[src/hw/ccrfs_map.svh]
`ifndef CCRFS_MAP_SVH
`define CCRFS_MAP_SVH
`define CCRFS_ADDR_PTR1 8'h80
`define CCRFS_ADDR_PTR2 8'h81
`define CCRFS_ADDR_SLOT1 8'h82
`define CCRFS_ADDR_SLOT2 8'h83
`define CCRFS_ADDR_SUM 8'hFF
`define CCRFS_RESET_VEC 12'hFFE
`define CCRFS_NMI_VEC 12'hFFC
`define CCRFS_CORE_DIV 4'hD
`define CCRFS_PERIPH_DIV 4'hC
`define CCRFS_STACK_DEPTH 6
`define CCRFS_REG_RST 8'h00
`endif

[src/hw/ccrfs_pkg.sv]
package ccrfs_pkg;
  typedef enum logic [1:0] {
    CCRFS_CTX_NORM,
    CCRFS_CTX_IRQ,
    CCRFS_CTX_NMI
  } ccrfs_ctx_t;
  typedef enum logic [2:0] {
    CCRFS_PC_HOLD,
    CCRFS_PC_INC,
    CCRFS_PC_REL,
    CCRFS_PC_LOAD,
    CCRFS_PC_IRQ,
    CCRFS_PC_NMI,
    CCRFS_PC_RET,
    CCRFS_PC_IRQ_BACK_INSTR
  } ccrfs_pc_op_t;
  typedef enum logic [2:0] {
    CCRFS_ALU_NONE,
    CCRFS_ALU_ARITH,
    CCRFS_ALU_LOGIC,
    CCRFS_ALU_BTEST,
    CCRFS_ALU_ROTL
  } ccrfs_alu_op_t;
endpackage

[src/hw/ccrfs_stack_if.sv]
`timescale 1ns/1ns
interface ccrfs_stack_if;
  logic push;
  logic pop;
  logic [11:0] push_data;
  logic [11:0] top_data;
  logic empty;
  logic full;
  modport core (output push, output pop, output push_data, input top_data, input empty, input full);
  modport stack (input push, input pop, input push_data, output top_data, output empty, output full);
endinterface

[src/hw/ccrfs_stack.sv]
`timescale 1ns/1ns
`include "ccrfs_map.svh"
module ccrfs_stack
  import ccrfs_pkg::*;
(
  input wire logic i_clk,        // Core clock
  input wire logic i_rst_b,      // Sync reset, active low
  ccrfs_stack_if.stack bus       // Push/pop port
);
  logic [11:0] lvl_reg [`CCRFS_STACK_DEPTH];
  logic [11:0] lvl_next [`CCRFS_STACK_DEPTH];
  logic [2:0] cnt_reg;
  logic [2:0] cnt_next;
  logic full_reg, full_next, empty_reg, empty_next;

  always_comb begin
    lvl_next = lvl_reg;
    cnt_next = cnt_reg;
    if (bus.push) begin
      for (int i = `CCRFS_STACK_DEPTH - 1; i > 0; i--) begin
        lvl_next[i] = lvl_reg[i-1];
      end
      lvl_next[0] = bus.push_data;
      // Depth saturates, oldest address falls off the bottom
      if (cnt_reg != 3'(`CCRFS_STACK_DEPTH)) begin
        cnt_next = cnt_reg + 3'h1;
      end
    end else if (bus.pop && cnt_reg != 3'h0) begin
      for (int i = 0; i < `CCRFS_STACK_DEPTH - 1; i++) begin
        lvl_next[i] = lvl_reg[i+1];
      end
      cnt_next = cnt_reg - 3'h1;
    end
    // Status is registered so the core can hand it out straight from a flip-flop
    full_next = (cnt_next == 3'(`CCRFS_STACK_DEPTH));
    empty_next = (cnt_next == 3'h0);
  end

  always_ff @(posedge i_clk) begin
    if (!i_rst_b) begin
      cnt_reg <= 3'h0;
      full_reg <= 1'b0;
      empty_reg <= 1'b1;
      for (int i = 0; i < `CCRFS_STACK_DEPTH; i++) begin
        lvl_reg[i] <= 12'h000;
      end
    end else begin
      cnt_reg <= cnt_next;
      full_reg <= full_next;
      empty_reg <= empty_next;
      lvl_reg <= lvl_next;
    end
  end

  assign bus.top_data = lvl_reg[0];
  assign bus.empty = empty_reg;
  assign bus.full = full_reg;
endmodule // ccrfs_stack

[src/hw/ccrfs_core.sv]
//------------------------------------------------------------
//------------------------------------------------------------
`timescale 1ns/1ns
`include "ccrfs_map.svh"
module ccrfs_core
  import ccrfs_pkg::*;
(
  input wire logic i_clk,                // Internal clock
  input wire logic i_rst_b,              // Chip reset, sync, active low
  input wire logic i_dwr,                // Data-space write strobe
  input wire logic [7:0] i_daddr,        // Data-space address
  input wire logic [7:0] i_dwdata,       // Data-space write data
  output logic [7:0] o_drdata,           // Read data, registered
  output logic o_dhit,                   // Address maps to a core register
  input wire ccrfs_pc_op_t i_pc_op,      // Counter update source
  input wire logic [11:0] i_pc_target,   // Jump/call/vector target
  input wire logic [7:0] i_rel_off,      // Signed relative offset
  input wire logic i_call,               // Push counter with the load
  input wire ccrfs_alu_op_t i_alu_op,    // Flag update kind
  input wire logic [7:0] i_alu_res,      // Result of operation
  input wire logic i_alu_carry,          // Carry/borrow/tested/rotated bit
  input wire logic [2:0] i_instr_cyc,    // Machine cycles of instruction
  output logic [11:0] o_pc,              // Program counter
  output logic o_carry,                  // Carry of active context
  output logic o_zero,                   // Zero of active context
  output logic [1:0] o_ctx,              // Active context
  output logic o_core_en,                // Machine cycle enable
  output logic o_periph_en,              // Peripheral clock enable
  output logic o_instr_done,             // Instruction completed
  output logic o_stack_full              // Stack at deepest position
);
  //------------------------------------------------------------
  // Dividers
  //------------------------------------------------------------
  logic [3:0] cdiv_reg, cdiv_next, pdiv_reg, pdiv_next;
  logic core_en_reg, core_en_next, periph_en_reg, periph_en_next;

  function automatic logic [3:0] div_step(input logic [3:0] v, input logic [3:0] n);
    div_step = (v == n - 4'h1) ? 4'h0 : v + 4'h1;
  endfunction

  always_comb begin
    cdiv_next = div_step(cdiv_reg, `CCRFS_CORE_DIV);
    pdiv_next = div_step(pdiv_reg, `CCRFS_PERIPH_DIV);
    core_en_next = (cdiv_reg == `CCRFS_CORE_DIV - 4'h1);
    periph_en_next = (pdiv_reg == `CCRFS_PERIPH_DIV - 4'h1);
  end

  always_ff @(posedge i_clk) begin
    if (!i_rst_b) begin
      cdiv_reg <= 4'h0;
      pdiv_reg <= 4'h0;
      core_en_reg <= 1'b0;
      periph_en_reg <= 1'b0;
    end else begin
      cdiv_reg <= cdiv_next;
      pdiv_reg <= pdiv_next;
      core_en_reg <= core_en_next;
      periph_en_reg <= periph_en_next;
    end
  end

  //------------------------------------------------------------
  // Data-space registers
  //------------------------------------------------------------
  logic [7:0] sum_register_reg, pointer_one_reg, pointer_two_reg;
  logic [7:0] short_slot_first_reg, short_slot_second_reg;
  logic [7:0] sum_register_next, pointer_one_next, pointer_two_next;
  logic [7:0] short_slot_first_next, short_slot_second_next;
  logic [7:0] drdata_next;
  logic dhit_next;

  // Software must save these itself; no hardware context save
  always_comb begin
    sum_register_next = sum_register_reg;
    pointer_one_next = pointer_one_reg;
    pointer_two_next = pointer_two_reg;
    short_slot_first_next = short_slot_first_reg;
    short_slot_second_next = short_slot_second_reg;
    drdata_next = 8'h00;
    dhit_next = 1'b1;
    if (i_daddr == `CCRFS_ADDR_SUM) begin
      drdata_next = sum_register_reg;
      if (i_dwr) sum_register_next = i_dwdata;
    end else if (i_daddr == `CCRFS_ADDR_PTR1) begin
      drdata_next = pointer_one_reg;
      if (i_dwr) pointer_one_next = i_dwdata;
    end else if (i_daddr == `CCRFS_ADDR_PTR2) begin
      drdata_next = pointer_two_reg;
      if (i_dwr) pointer_two_next = i_dwdata;
    end else if (i_daddr == `CCRFS_ADDR_SLOT1) begin
      drdata_next = short_slot_first_reg;
      if (i_dwr) short_slot_first_next = i_dwdata;
    end else if (i_daddr == `CCRFS_ADDR_SLOT2) begin
      drdata_next = short_slot_second_reg;
      if (i_dwr) short_slot_second_next = i_dwdata;
    end else begin
      dhit_next = 1'b0;
    end
  end

  always_ff @(posedge i_clk) begin
    if (!i_rst_b) begin
      sum_register_reg <= `CCRFS_REG_RST;
      pointer_one_reg <= `CCRFS_REG_RST;
      pointer_two_reg <= `CCRFS_REG_RST;
      short_slot_first_reg <= `CCRFS_REG_RST;
      short_slot_second_reg <= `CCRFS_REG_RST;
      o_drdata <= 8'h00;
      o_dhit <= 1'b0;
    end else begin
      sum_register_reg <= sum_register_next;
      pointer_one_reg <= pointer_one_next;
      pointer_two_reg <= pointer_two_next;
      short_slot_first_reg <= short_slot_first_next;
      short_slot_second_reg <= short_slot_second_next;
      o_drdata <= drdata_next;
      o_dhit <= dhit_next;
    end
  end

  //------------------------------------------------------------
  // Program counter, context and flags
  //------------------------------------------------------------
  ccrfs_stack_if stk ();
  ccrfs_stack u_stack (
    .i_clk(i_clk),
    .i_rst_b(i_rst_b),
    .bus(stk.stack)
  );

  logic [11:0] pc_reg, pc_next;
  ccrfs_ctx_t ctx_reg, ctx_next;
  // Resume chain: NMI can preempt interrupt which preempts normal
  ccrfs_ctx_t res1_reg, res1_next, res2_reg, res2_next;
  logic [2:0] cflag_reg, cflag_next, zflag_reg, zflag_next;
  logic push_c, pop_c;
  logic [2:0] mcyc_reg, mcyc_next;
  logic done_next, done_reg;
  logic carry_out_reg, carry_out_next, zero_out_reg, zero_out_next;

  always_comb begin
    pc_next = pc_reg;
    ctx_next = ctx_reg;
    res1_next = res1_reg;
    res2_next = res2_reg;
    push_c = 1'b0;
    pop_c = 1'b0;
    if (core_en_reg) begin
      case (i_pc_op)
        CCRFS_PC_INC: pc_next = pc_reg + 12'h001;
        CCRFS_PC_REL: pc_next = pc_reg + {{4{i_rel_off[7]}}, i_rel_off};
        CCRFS_PC_LOAD: begin
          pc_next = i_pc_target;
          push_c = i_call;
        end
        CCRFS_PC_IRQ, CCRFS_PC_NMI: begin
          pc_next = (i_pc_op == CCRFS_PC_NMI) ? `CCRFS_NMI_VEC : i_pc_target;
          push_c = 1'b1;
          res2_next = res1_reg;
          res1_next = ctx_reg;
          ctx_next = (i_pc_op == CCRFS_PC_NMI) ? CCRFS_CTX_NMI : CCRFS_CTX_IRQ;
        end
        CCRFS_PC_RET, CCRFS_PC_IRQ_BACK_INSTR: begin
          pop_c = 1'b1;
          pc_next = stk.empty ? pc_reg + 12'h001 : stk.top_data;
          if (i_pc_op == CCRFS_PC_IRQ_BACK_INSTR) begin
            ctx_next = res1_reg;
            res1_next = res2_reg;
            res2_next = CCRFS_CTX_NORM;
          end
        end
        default: pc_next = pc_reg;
      endcase
    end
  end

  // Only the active pair is touched, others keep their value
  always_comb begin
    cflag_next = cflag_reg;
    zflag_next = zflag_reg;
    if (core_en_reg && i_alu_op != CCRFS_ALU_NONE) begin
      if (i_alu_op != CCRFS_ALU_LOGIC) cflag_next[ctx_reg] = i_alu_carry;
      if (i_alu_op == CCRFS_ALU_ARITH || i_alu_op == CCRFS_ALU_LOGIC) begin
        zflag_next[ctx_reg] = (i_alu_res == 8'h00);
      end
    end
    // Active pair is selected ahead of the edge so the flag outputs leave a flip-flop
    carry_out_next = cflag_next[ctx_next];
    zero_out_next = zflag_next[ctx_next];
  end

  always_comb begin
    mcyc_next = mcyc_reg;
    done_next = 1'b0;
    if (core_en_reg) begin
      if (mcyc_reg + 3'h1 >= i_instr_cyc) begin
        mcyc_next = 3'h0;
        done_next = 1'b1;
      end else begin
        mcyc_next = mcyc_reg + 3'h1;
      end
    end
  end

  assign stk.push = push_c;
  assign stk.pop = pop_c;
  assign stk.push_data = pc_reg;

  always_ff @(posedge i_clk) begin
    if (!i_rst_b) begin
      pc_reg <= `CCRFS_RESET_VEC;
      ctx_reg <= CCRFS_CTX_NMI;
      res1_reg <= CCRFS_CTX_NORM;
      res2_reg <= CCRFS_CTX_NORM;
      cflag_reg <= 3'h0;
      zflag_reg <= 3'h0;
      mcyc_reg <= 3'h0;
      done_reg <= 1'b0;
      carry_out_reg <= 1'b0;
      zero_out_reg <= 1'b0;
    end else begin
      pc_reg <= pc_next;
      ctx_reg <= ctx_next;
      res1_reg <= res1_next;
      res2_reg <= res2_next;
      cflag_reg <= cflag_next;
      zflag_reg <= zflag_next;
      mcyc_reg <= mcyc_next;
      done_reg <= done_next;
      carry_out_reg <= carry_out_next;
      zero_out_reg <= zero_out_next;
    end
  end

  always_comb begin
    o_pc = pc_reg;
    o_carry = carry_out_reg;
    o_zero = zero_out_reg;
    o_ctx = ctx_reg;
    o_core_en = core_en_reg;
    o_periph_en = periph_en_reg;
    o_instr_done = done_reg;
    o_stack_full = stk.full;
  end
endmodule // ccrfs_core

[config.mk]
export PLATFORM = sky130hd
export DESIGN_NAME = ccrfs_core
export DESIGN_NICKNAME = d
export VERILOG_FILES = /design/src/hw/ccrfs_pkg.sv /design/src/hw/ccrfs_stack_if.sv /design/src/hw/ccrfs_stack.sv /design/src/hw/ccrfs_core.sv
export VERILOG_INCLUDE_DIRS = /design/src /design/src/hw
export SDC_FILE = /design/constraint.sdc
export NUM_CORES = 1
export LEC_CHECK = 0
export BUFFER_PORTS_ARGS = -buffer_cell sky130_fd_sc_hd__buf_4
export CORE_ASPECT_RATIO = 1.5
export CORE_MARGIN = 2
export CORE_UTILIZATION = 40
export DETAILED_ROUTE_END_ITERATION = 10
export GPL_TIMING_DRIVEN = 0
export PLACE_DENSITY = 0.65
export SETUP_SLACK_MARGIN = 0.02
export SLEW_MARGIN = 25
export SYNTH_ARGS = -nofsm -noshare
export SYNTH_HDL_FRONTEND = slang
export SYNTH_SLANG_ARGS = --single-unit
[constraint.sdc]
create_clock -name i_clk -period 2.4 [get_ports i_clk]
set_input_delay 0.24 -clock i_clk [delete_from_list [all_inputs] [get_ports i_clk]]
set_output_delay 0.24 -clock i_clk [all_outputs]
set_load 0.02 [all_outputs]
* After elaboration in Yosys (flattened, before gate mapping)
Index checks and enable logic that the tools add are counted.
** Cells by class
- Equality and inequality tests :: 20
- Muxes and demuxes :: 44
- Add/sub/neg operators :: 7
- Reductions and logical operators :: 23
- Bitwise logic cells :: 5
- Order comparisons :: 4
** Operator list (number)
- two-way mux 60 bit :: 2
- one-hot mux 12 bit (5 select lines) :: 1
- equality test 8 bit, second input constant :: 5
- two-way mux 8 bit :: 5
- two-way mux 12 bit :: 2
- two-way mux 3 bit :: 8
- equality test 3 bit, second input constant :: 5
- adder 12 x 1 -> 12 bit, second input constant :: 1
- adder 12 bit :: 1
- two-way mux 1 bit :: 12
- one-hot mux 2 bit (2 select lines) :: 3
- two-way mux 2 bit :: 5
- equality test 3 x 2 -> 1 bit, second input constant :: 3
- adder 4 x 1 -> 4 bit, second input constant :: 2
- equality test 4 bit, second input constant :: 2
- zero test 8 bit :: 1
- OR reduction 2 bit :: 4
- adder 3 x 1 -> 3 bit, second input constant :: 2
- bitwise mux 3 bit :: 2
- equality test 3 x 1 -> 1 bit, second input constant :: 2
- < comparator 2 x 3 -> 1 bit, second input constant :: 2
- AND reduction 2 bit :: 3
- AND reduction 3 bit :: 2
- AND reduction 6 bit :: 1
- 18 further kinds :: 27
** Word-level totals
- Bits in registers :: 166
- Bits of input ports :: 58
- Output and inout port bits :: 29

* Depth between registers and ports, before layout
- Depth after elaboration :: 9
- Gate-level depth with buffers :: 9
- Gate-level depth less buffers :: 8

* Modules after synthesis
Synthesis repeated with hierarchy kept, for this count alone.
** Second synthesis, totals
- Cell total of the unflattened synthesis :: 1027
- Area, all modules :: 8834.7 um2
** Modules (own cells, without submodules)
- ccrfs_core :: seq. area each 1781.7 um2, cells each 610, area each 5027.3 um2, times used 1
- ccrfs_stack :: seq. area each 1541.5 um2, cells each 417, area each 3807.4 um2, times used 1

* Worst setup path before layout
Ideal clock, no wire load.
- Path kind :: register to register
- Start point :: register pc_reg[0], in the netlist o_pc[0]
- End point :: register pc_reg[8], in the netlist o_pc[8]
- Stages on the path, launching flop included :: 9
- Data arrival time :: 2042 ps
- Slack :: 227 ps
- Path through :: dfxtp_1 -> ha_1 -> fa_1 -> a211oi_1 -> nor2_1 -> o21ai_1 -> mux2i_1 -> a221oi_1 -> a21oi_1
** On the way
- Longest elaborated chain between the ends :: 3
** Ends and longest elaborated chain
- start: declaration :: RTL line ccrfs_core.sv:132 : logic [11:0] pc_reg, pc_next;
- start signal: assignment :: RTL line ccrfs_core.sv:212 : pc_reg <= `CCRFS_RESET_VEC;
- start signal: assignment :: RTL line ccrfs_core.sv:223 : pc_reg <= pc_next;
- adder 12 x 1 -> 12 bit :: RTL line ccrfs_core.sv:151, ccrfs_core.sv:166
- two-way mux 12 bit :: RTL line ccrfs_core.sv:166 : pc_next = stk.empty ? pc_reg + 12'h001 : stk.top_data;
- one-hot mux 12 bit (5 select lines) * :: RTL line ccrfs_core.sv:150 : case (i_pc_op)
Every way passes the cells marked *; elsewhere a longest branch is shown, timed or not.
A chain may end at the register's enable or synchronous reset.

* Final worst setup path
- Start point :: register pc_reg[0], in the netlist o_pc[0]
- End point :: register pc_reg[10], in the netlist o_pc[10]
The elaborated chain is that of the path after synthesis.

==> flow_summary.toml <==
[cells_and_area]
final_common_cell = "sky130_fd_sc_hd__nand2_1"
num-fill-cells = 1990
final_antenna_diode_count = 0
largest_register_ff_count = 60
fin_nets = 1201
finalInstanceArea_um2 = 9820
area_growth_pct = 19.8
post_route_cells_drive_above_1_share = 0.136
final_cell_mix = "203 x sky130_fd_sc_hd__nand2_1, 164 x sky130_fd_sc_hd__dfxtp_1, 134 x sky130_fd_sc_hd__nor2_1, 87 x sky130_fd_sc_hd__buf_4, 80 x sky130_fd_sc_hd__a21oi_1"
finish.cell_count_without_fillers = 1396

[global_routing]
grt_pass1_vias = 7281
maximum_number_of_pins_on_one_net_before_global_route_repair = 18
globalRoute.totalOverflow = 0
grt_antenna_before_repair = 0
gr-usage-all-layers = 0.217
first_pass_grt_wire_length_um = 37100

[power]
clkPwrFrac = 0.463
power_frac_comb = 0.068
power_density_nw_per_um2 = 602
vdd_ir_drop_max_mv = 0.347
switching_share = 0.256
power_switching_mw = 1.51
power.internal_mw = 4.40
seq_power_share = 0.469
total_power_mw = 5.91
p_leak_nw = 3.69

[place]
placement.io_buffers = 84
post-place-ws_ps = -143
gp_routability_congestion = 0.909
placedCellCount = 1361
post_dp_cell_area_um2 = 9160
detailed_place_hpwl_um = 17800

[clock_tree]
cts.path.max_buffers = 2
tritoncts = "built"
cts-buffers-inserted = 17
post_cts_hold_buffer_count = 0
clk-insertion-delay-late_ps = 430
cts_htree_levels = 4
root_buffer = "sky130_fd_sc_hd__clkbuf_16"
cts_sinks = 166
clk_transition_reported_paths_ps = 70

[drt]
drtAntennaViolNets = 0
topRoutingLayerUsed = "met4"
vias_after_detailed_routing = 7669
post_drt_via_cell_ratio = 5.49
initialDrtViolationCount = 502
met1Wirelength_um = 9170
met3_routed_wl_um = 916
dr_pass1_iterations = 5
route.detailed.wl_per_inst_um = 16.8
routed_wl_um = 23500
met2_length_um = 12300
drc = 0

[critical_path]
kind_of_launch_point_of_the_worst_setup_path = "register"
r2r_setup_slack_ps = 170
timing.rr.start = "o_pc[0]"
cp-end-kind = "register"
cp_top_family = "compound AO/OA/AOI/OAI gates"
crit_chain = "ha_4 > fa_2 > a211oi_4 > nor2_4 > o211ai_1 > and3_1 > o21ai_0 > a32oi_1"
critPathLaunch = "o_pc[0]"
cell_with_the_largest_stage_delay_on_the_worst_path = "sky130_fd_sc_hd__fa_2"
setup.worst_path.class = "register to register"
required_time_at_the_worst_slack_endpoint_ps = 2750
worst-path-buf-inv = 0
critPathArrivalTime_ps = 2580
critical_path_peak_fanout = 5
worst_path_largest_cell_delay_ps = 420

[logic_synthesis]
number_of_synthesized_flops_with_an_enable_pin = 0
post_synth_instance_area_um2 = 8200
synth_area_leaders = "sky130_fd_sc_hd__dfxtp_1 41%, sky130_fd_sc_hd__nand2_1 9.3%, sky130_fd_sc_hd__nor2_1 6.2%"
syn_avg_cell_area_um2 = 8.09
yosysTopAreaCell = "sky130_fd_sc_hd__dfxtp_1"
netlist.area_leader.share = 0.405
post_synthesis_net_count = 1095
synth-seq-area-share = 0.405
synth_ff_type = "sky130_fd_sc_hd__dfxtp_1"
synth_cell_types = 67
synth-warning-count = 0
synth.ff_latch_count = 166
async_flop_share = 0
number_of_standard_cells_after_synthesis = 1013

[floorplan]
rows = 64
die_height_um = 179
die-area_um2 = 21700
pin_count = 87
starting_density_of_the_core = 0.405
x_dimension_of_the_die_um = 121
core-area_um2 = 20300

[sta]
total_count_of_max_transition_violations_in_the_final_report = 0
max-slew-margin-rel = 0.412
rsz0062_at_grt = "false"
fmax_mhz = 449
fin_ws_ps = 173
clock-skew-final_ps = 9.05
post-route-min-period_ps = 2230
finalHoldViolations = 0
worst_slew_pin_slew_ps = 877
setup_violations = 0
period_share = 0.928
setup_total_negative_slack_ps = 0

[outcome]
outcome = "finished clean"

[run]
max_capacitance_violation_count = 0

[worst_hold_path]
hold_path.class = "primary input to register"
min-delay-start = "i_dwdata[1]"
worst register-to-register path, delay by kind of cell, from the launching register on:
kind / cells / cell delay [ps]
DFF: 1 / 370
adders and majority gates: 2 / 590
and+or+nand+nor: 2 / 280
AOI/OAI and AO/OA: 4 / 900
power by group through the flow:
stage | combinational, mW | sequential [mW] | clock, mW
2_1_floorplan | 0.214 | 2.83 | 0
5_1_grt | 0.439 | 2.77 | 2.89
4_1_cts | 0.395 | 2.77 | 2.77
3_3_place_gp | 0.389 | 2.83 | 0
3_5_place_dp | 0.390 | 2.83 | 0
6_report | 0.403 | 2.77 | 2.73
cell type report:
cell class,count,area (um^2),area share
clock inverter,14,153,0.0156
buffer,70,280,0.0286
multi-input combinational,761,4580,0.467
inverter,16,60.1,0.00612
timing repair buffer,87,653,0.0665
sequential,166,3330,0.339
clock buffer,18,429,0.0437
tap,264,330,0.0337
cell families after synthesis:
group	after synthesis	share of synthesized area
AO/OA/AOI/OAI	241	0.201
adder cells (fa/ha/maj)	24	0.0376
AND/OR/NAND/NOR	432	0.231
flip-flops	166	0.405
buffers and inverters	86	0.0411
multiplexers	50	0.0687
XOR/XNOR	14	0.0150
cell usage after synthesis (all sizes together), types with 2 or more instances:
| master | number |
|---|---|
| o31ai | 2 |
| a21oi | 81 |
| xor2 | 6 |
| a211o | 5 |
| a21o | 6 |
| nand3b | 3 |
| nand2 | 203 |
| nand3 | 23 |
| or3 | 4 |
| o221ai | 8 |
| nor2 | 135 |
| and4 | 3 |
| nor2b | 4 |
| inv | 16 |
| nor3 | 13 |
| buf | 19 |
| o22ai | 6 |
| a311oi | 48 |
| o21bai | 3 |
| o211ai | 5 |
| dfxtp | 166 |
| o21ai | 25 |
| and2 | 3 |
| mux4 | 5 |
| nand4 | 4 |
| clkbuf | 51 |
| a221oi | 2 |
| or4 | 4 |
| xnor2 | 8 |
| ha | 23 |
| nor3b | 4 |
| o32ai | 2 |
| a22oi | 17 |
| mux2i | 45 |
| nand2b | 11 |
| a222oi | 3 |
| nand4b | 4 |
| and3 | 9 |
| a211oi | 9 |
| a31oi | 4 |
| o311ai | 3 |
what timing repair did:
item | in CTS | in global routing
gates resized for setup | 4 | 12
buffers inserted | 1 | 2
hold endpoints to repair | 0 | 0
pin swaps | 2 | 5
gates cloned | 0 | 0
setup endpoints to repair | 6 | 62
routing by layer:
metal,up-vias,track usage
met5,-,0
met4,0,0.127
met2,228,0.394
li1,3826,-
met1,3543,0.235
met3,72,0.0340
metrics by stage:
step	hold WS (ps)	utilization
after CTS	75.6	0.482
after detailed placement	446	0.452
final	89.1	0.484
after global placement	432	0.452
after global routing	76.7	0.484
after floorplan	376	-
final timing paths:
check / to / cells after the start
max: o_pc[10] / 8
min: sum_register_reg[1] / 3
max reg2reg: o_pc[10] / 8
min reg2reg: pdiv_reg[0] / 1
No activity file was read; power rests on OpenSTA's default activity.
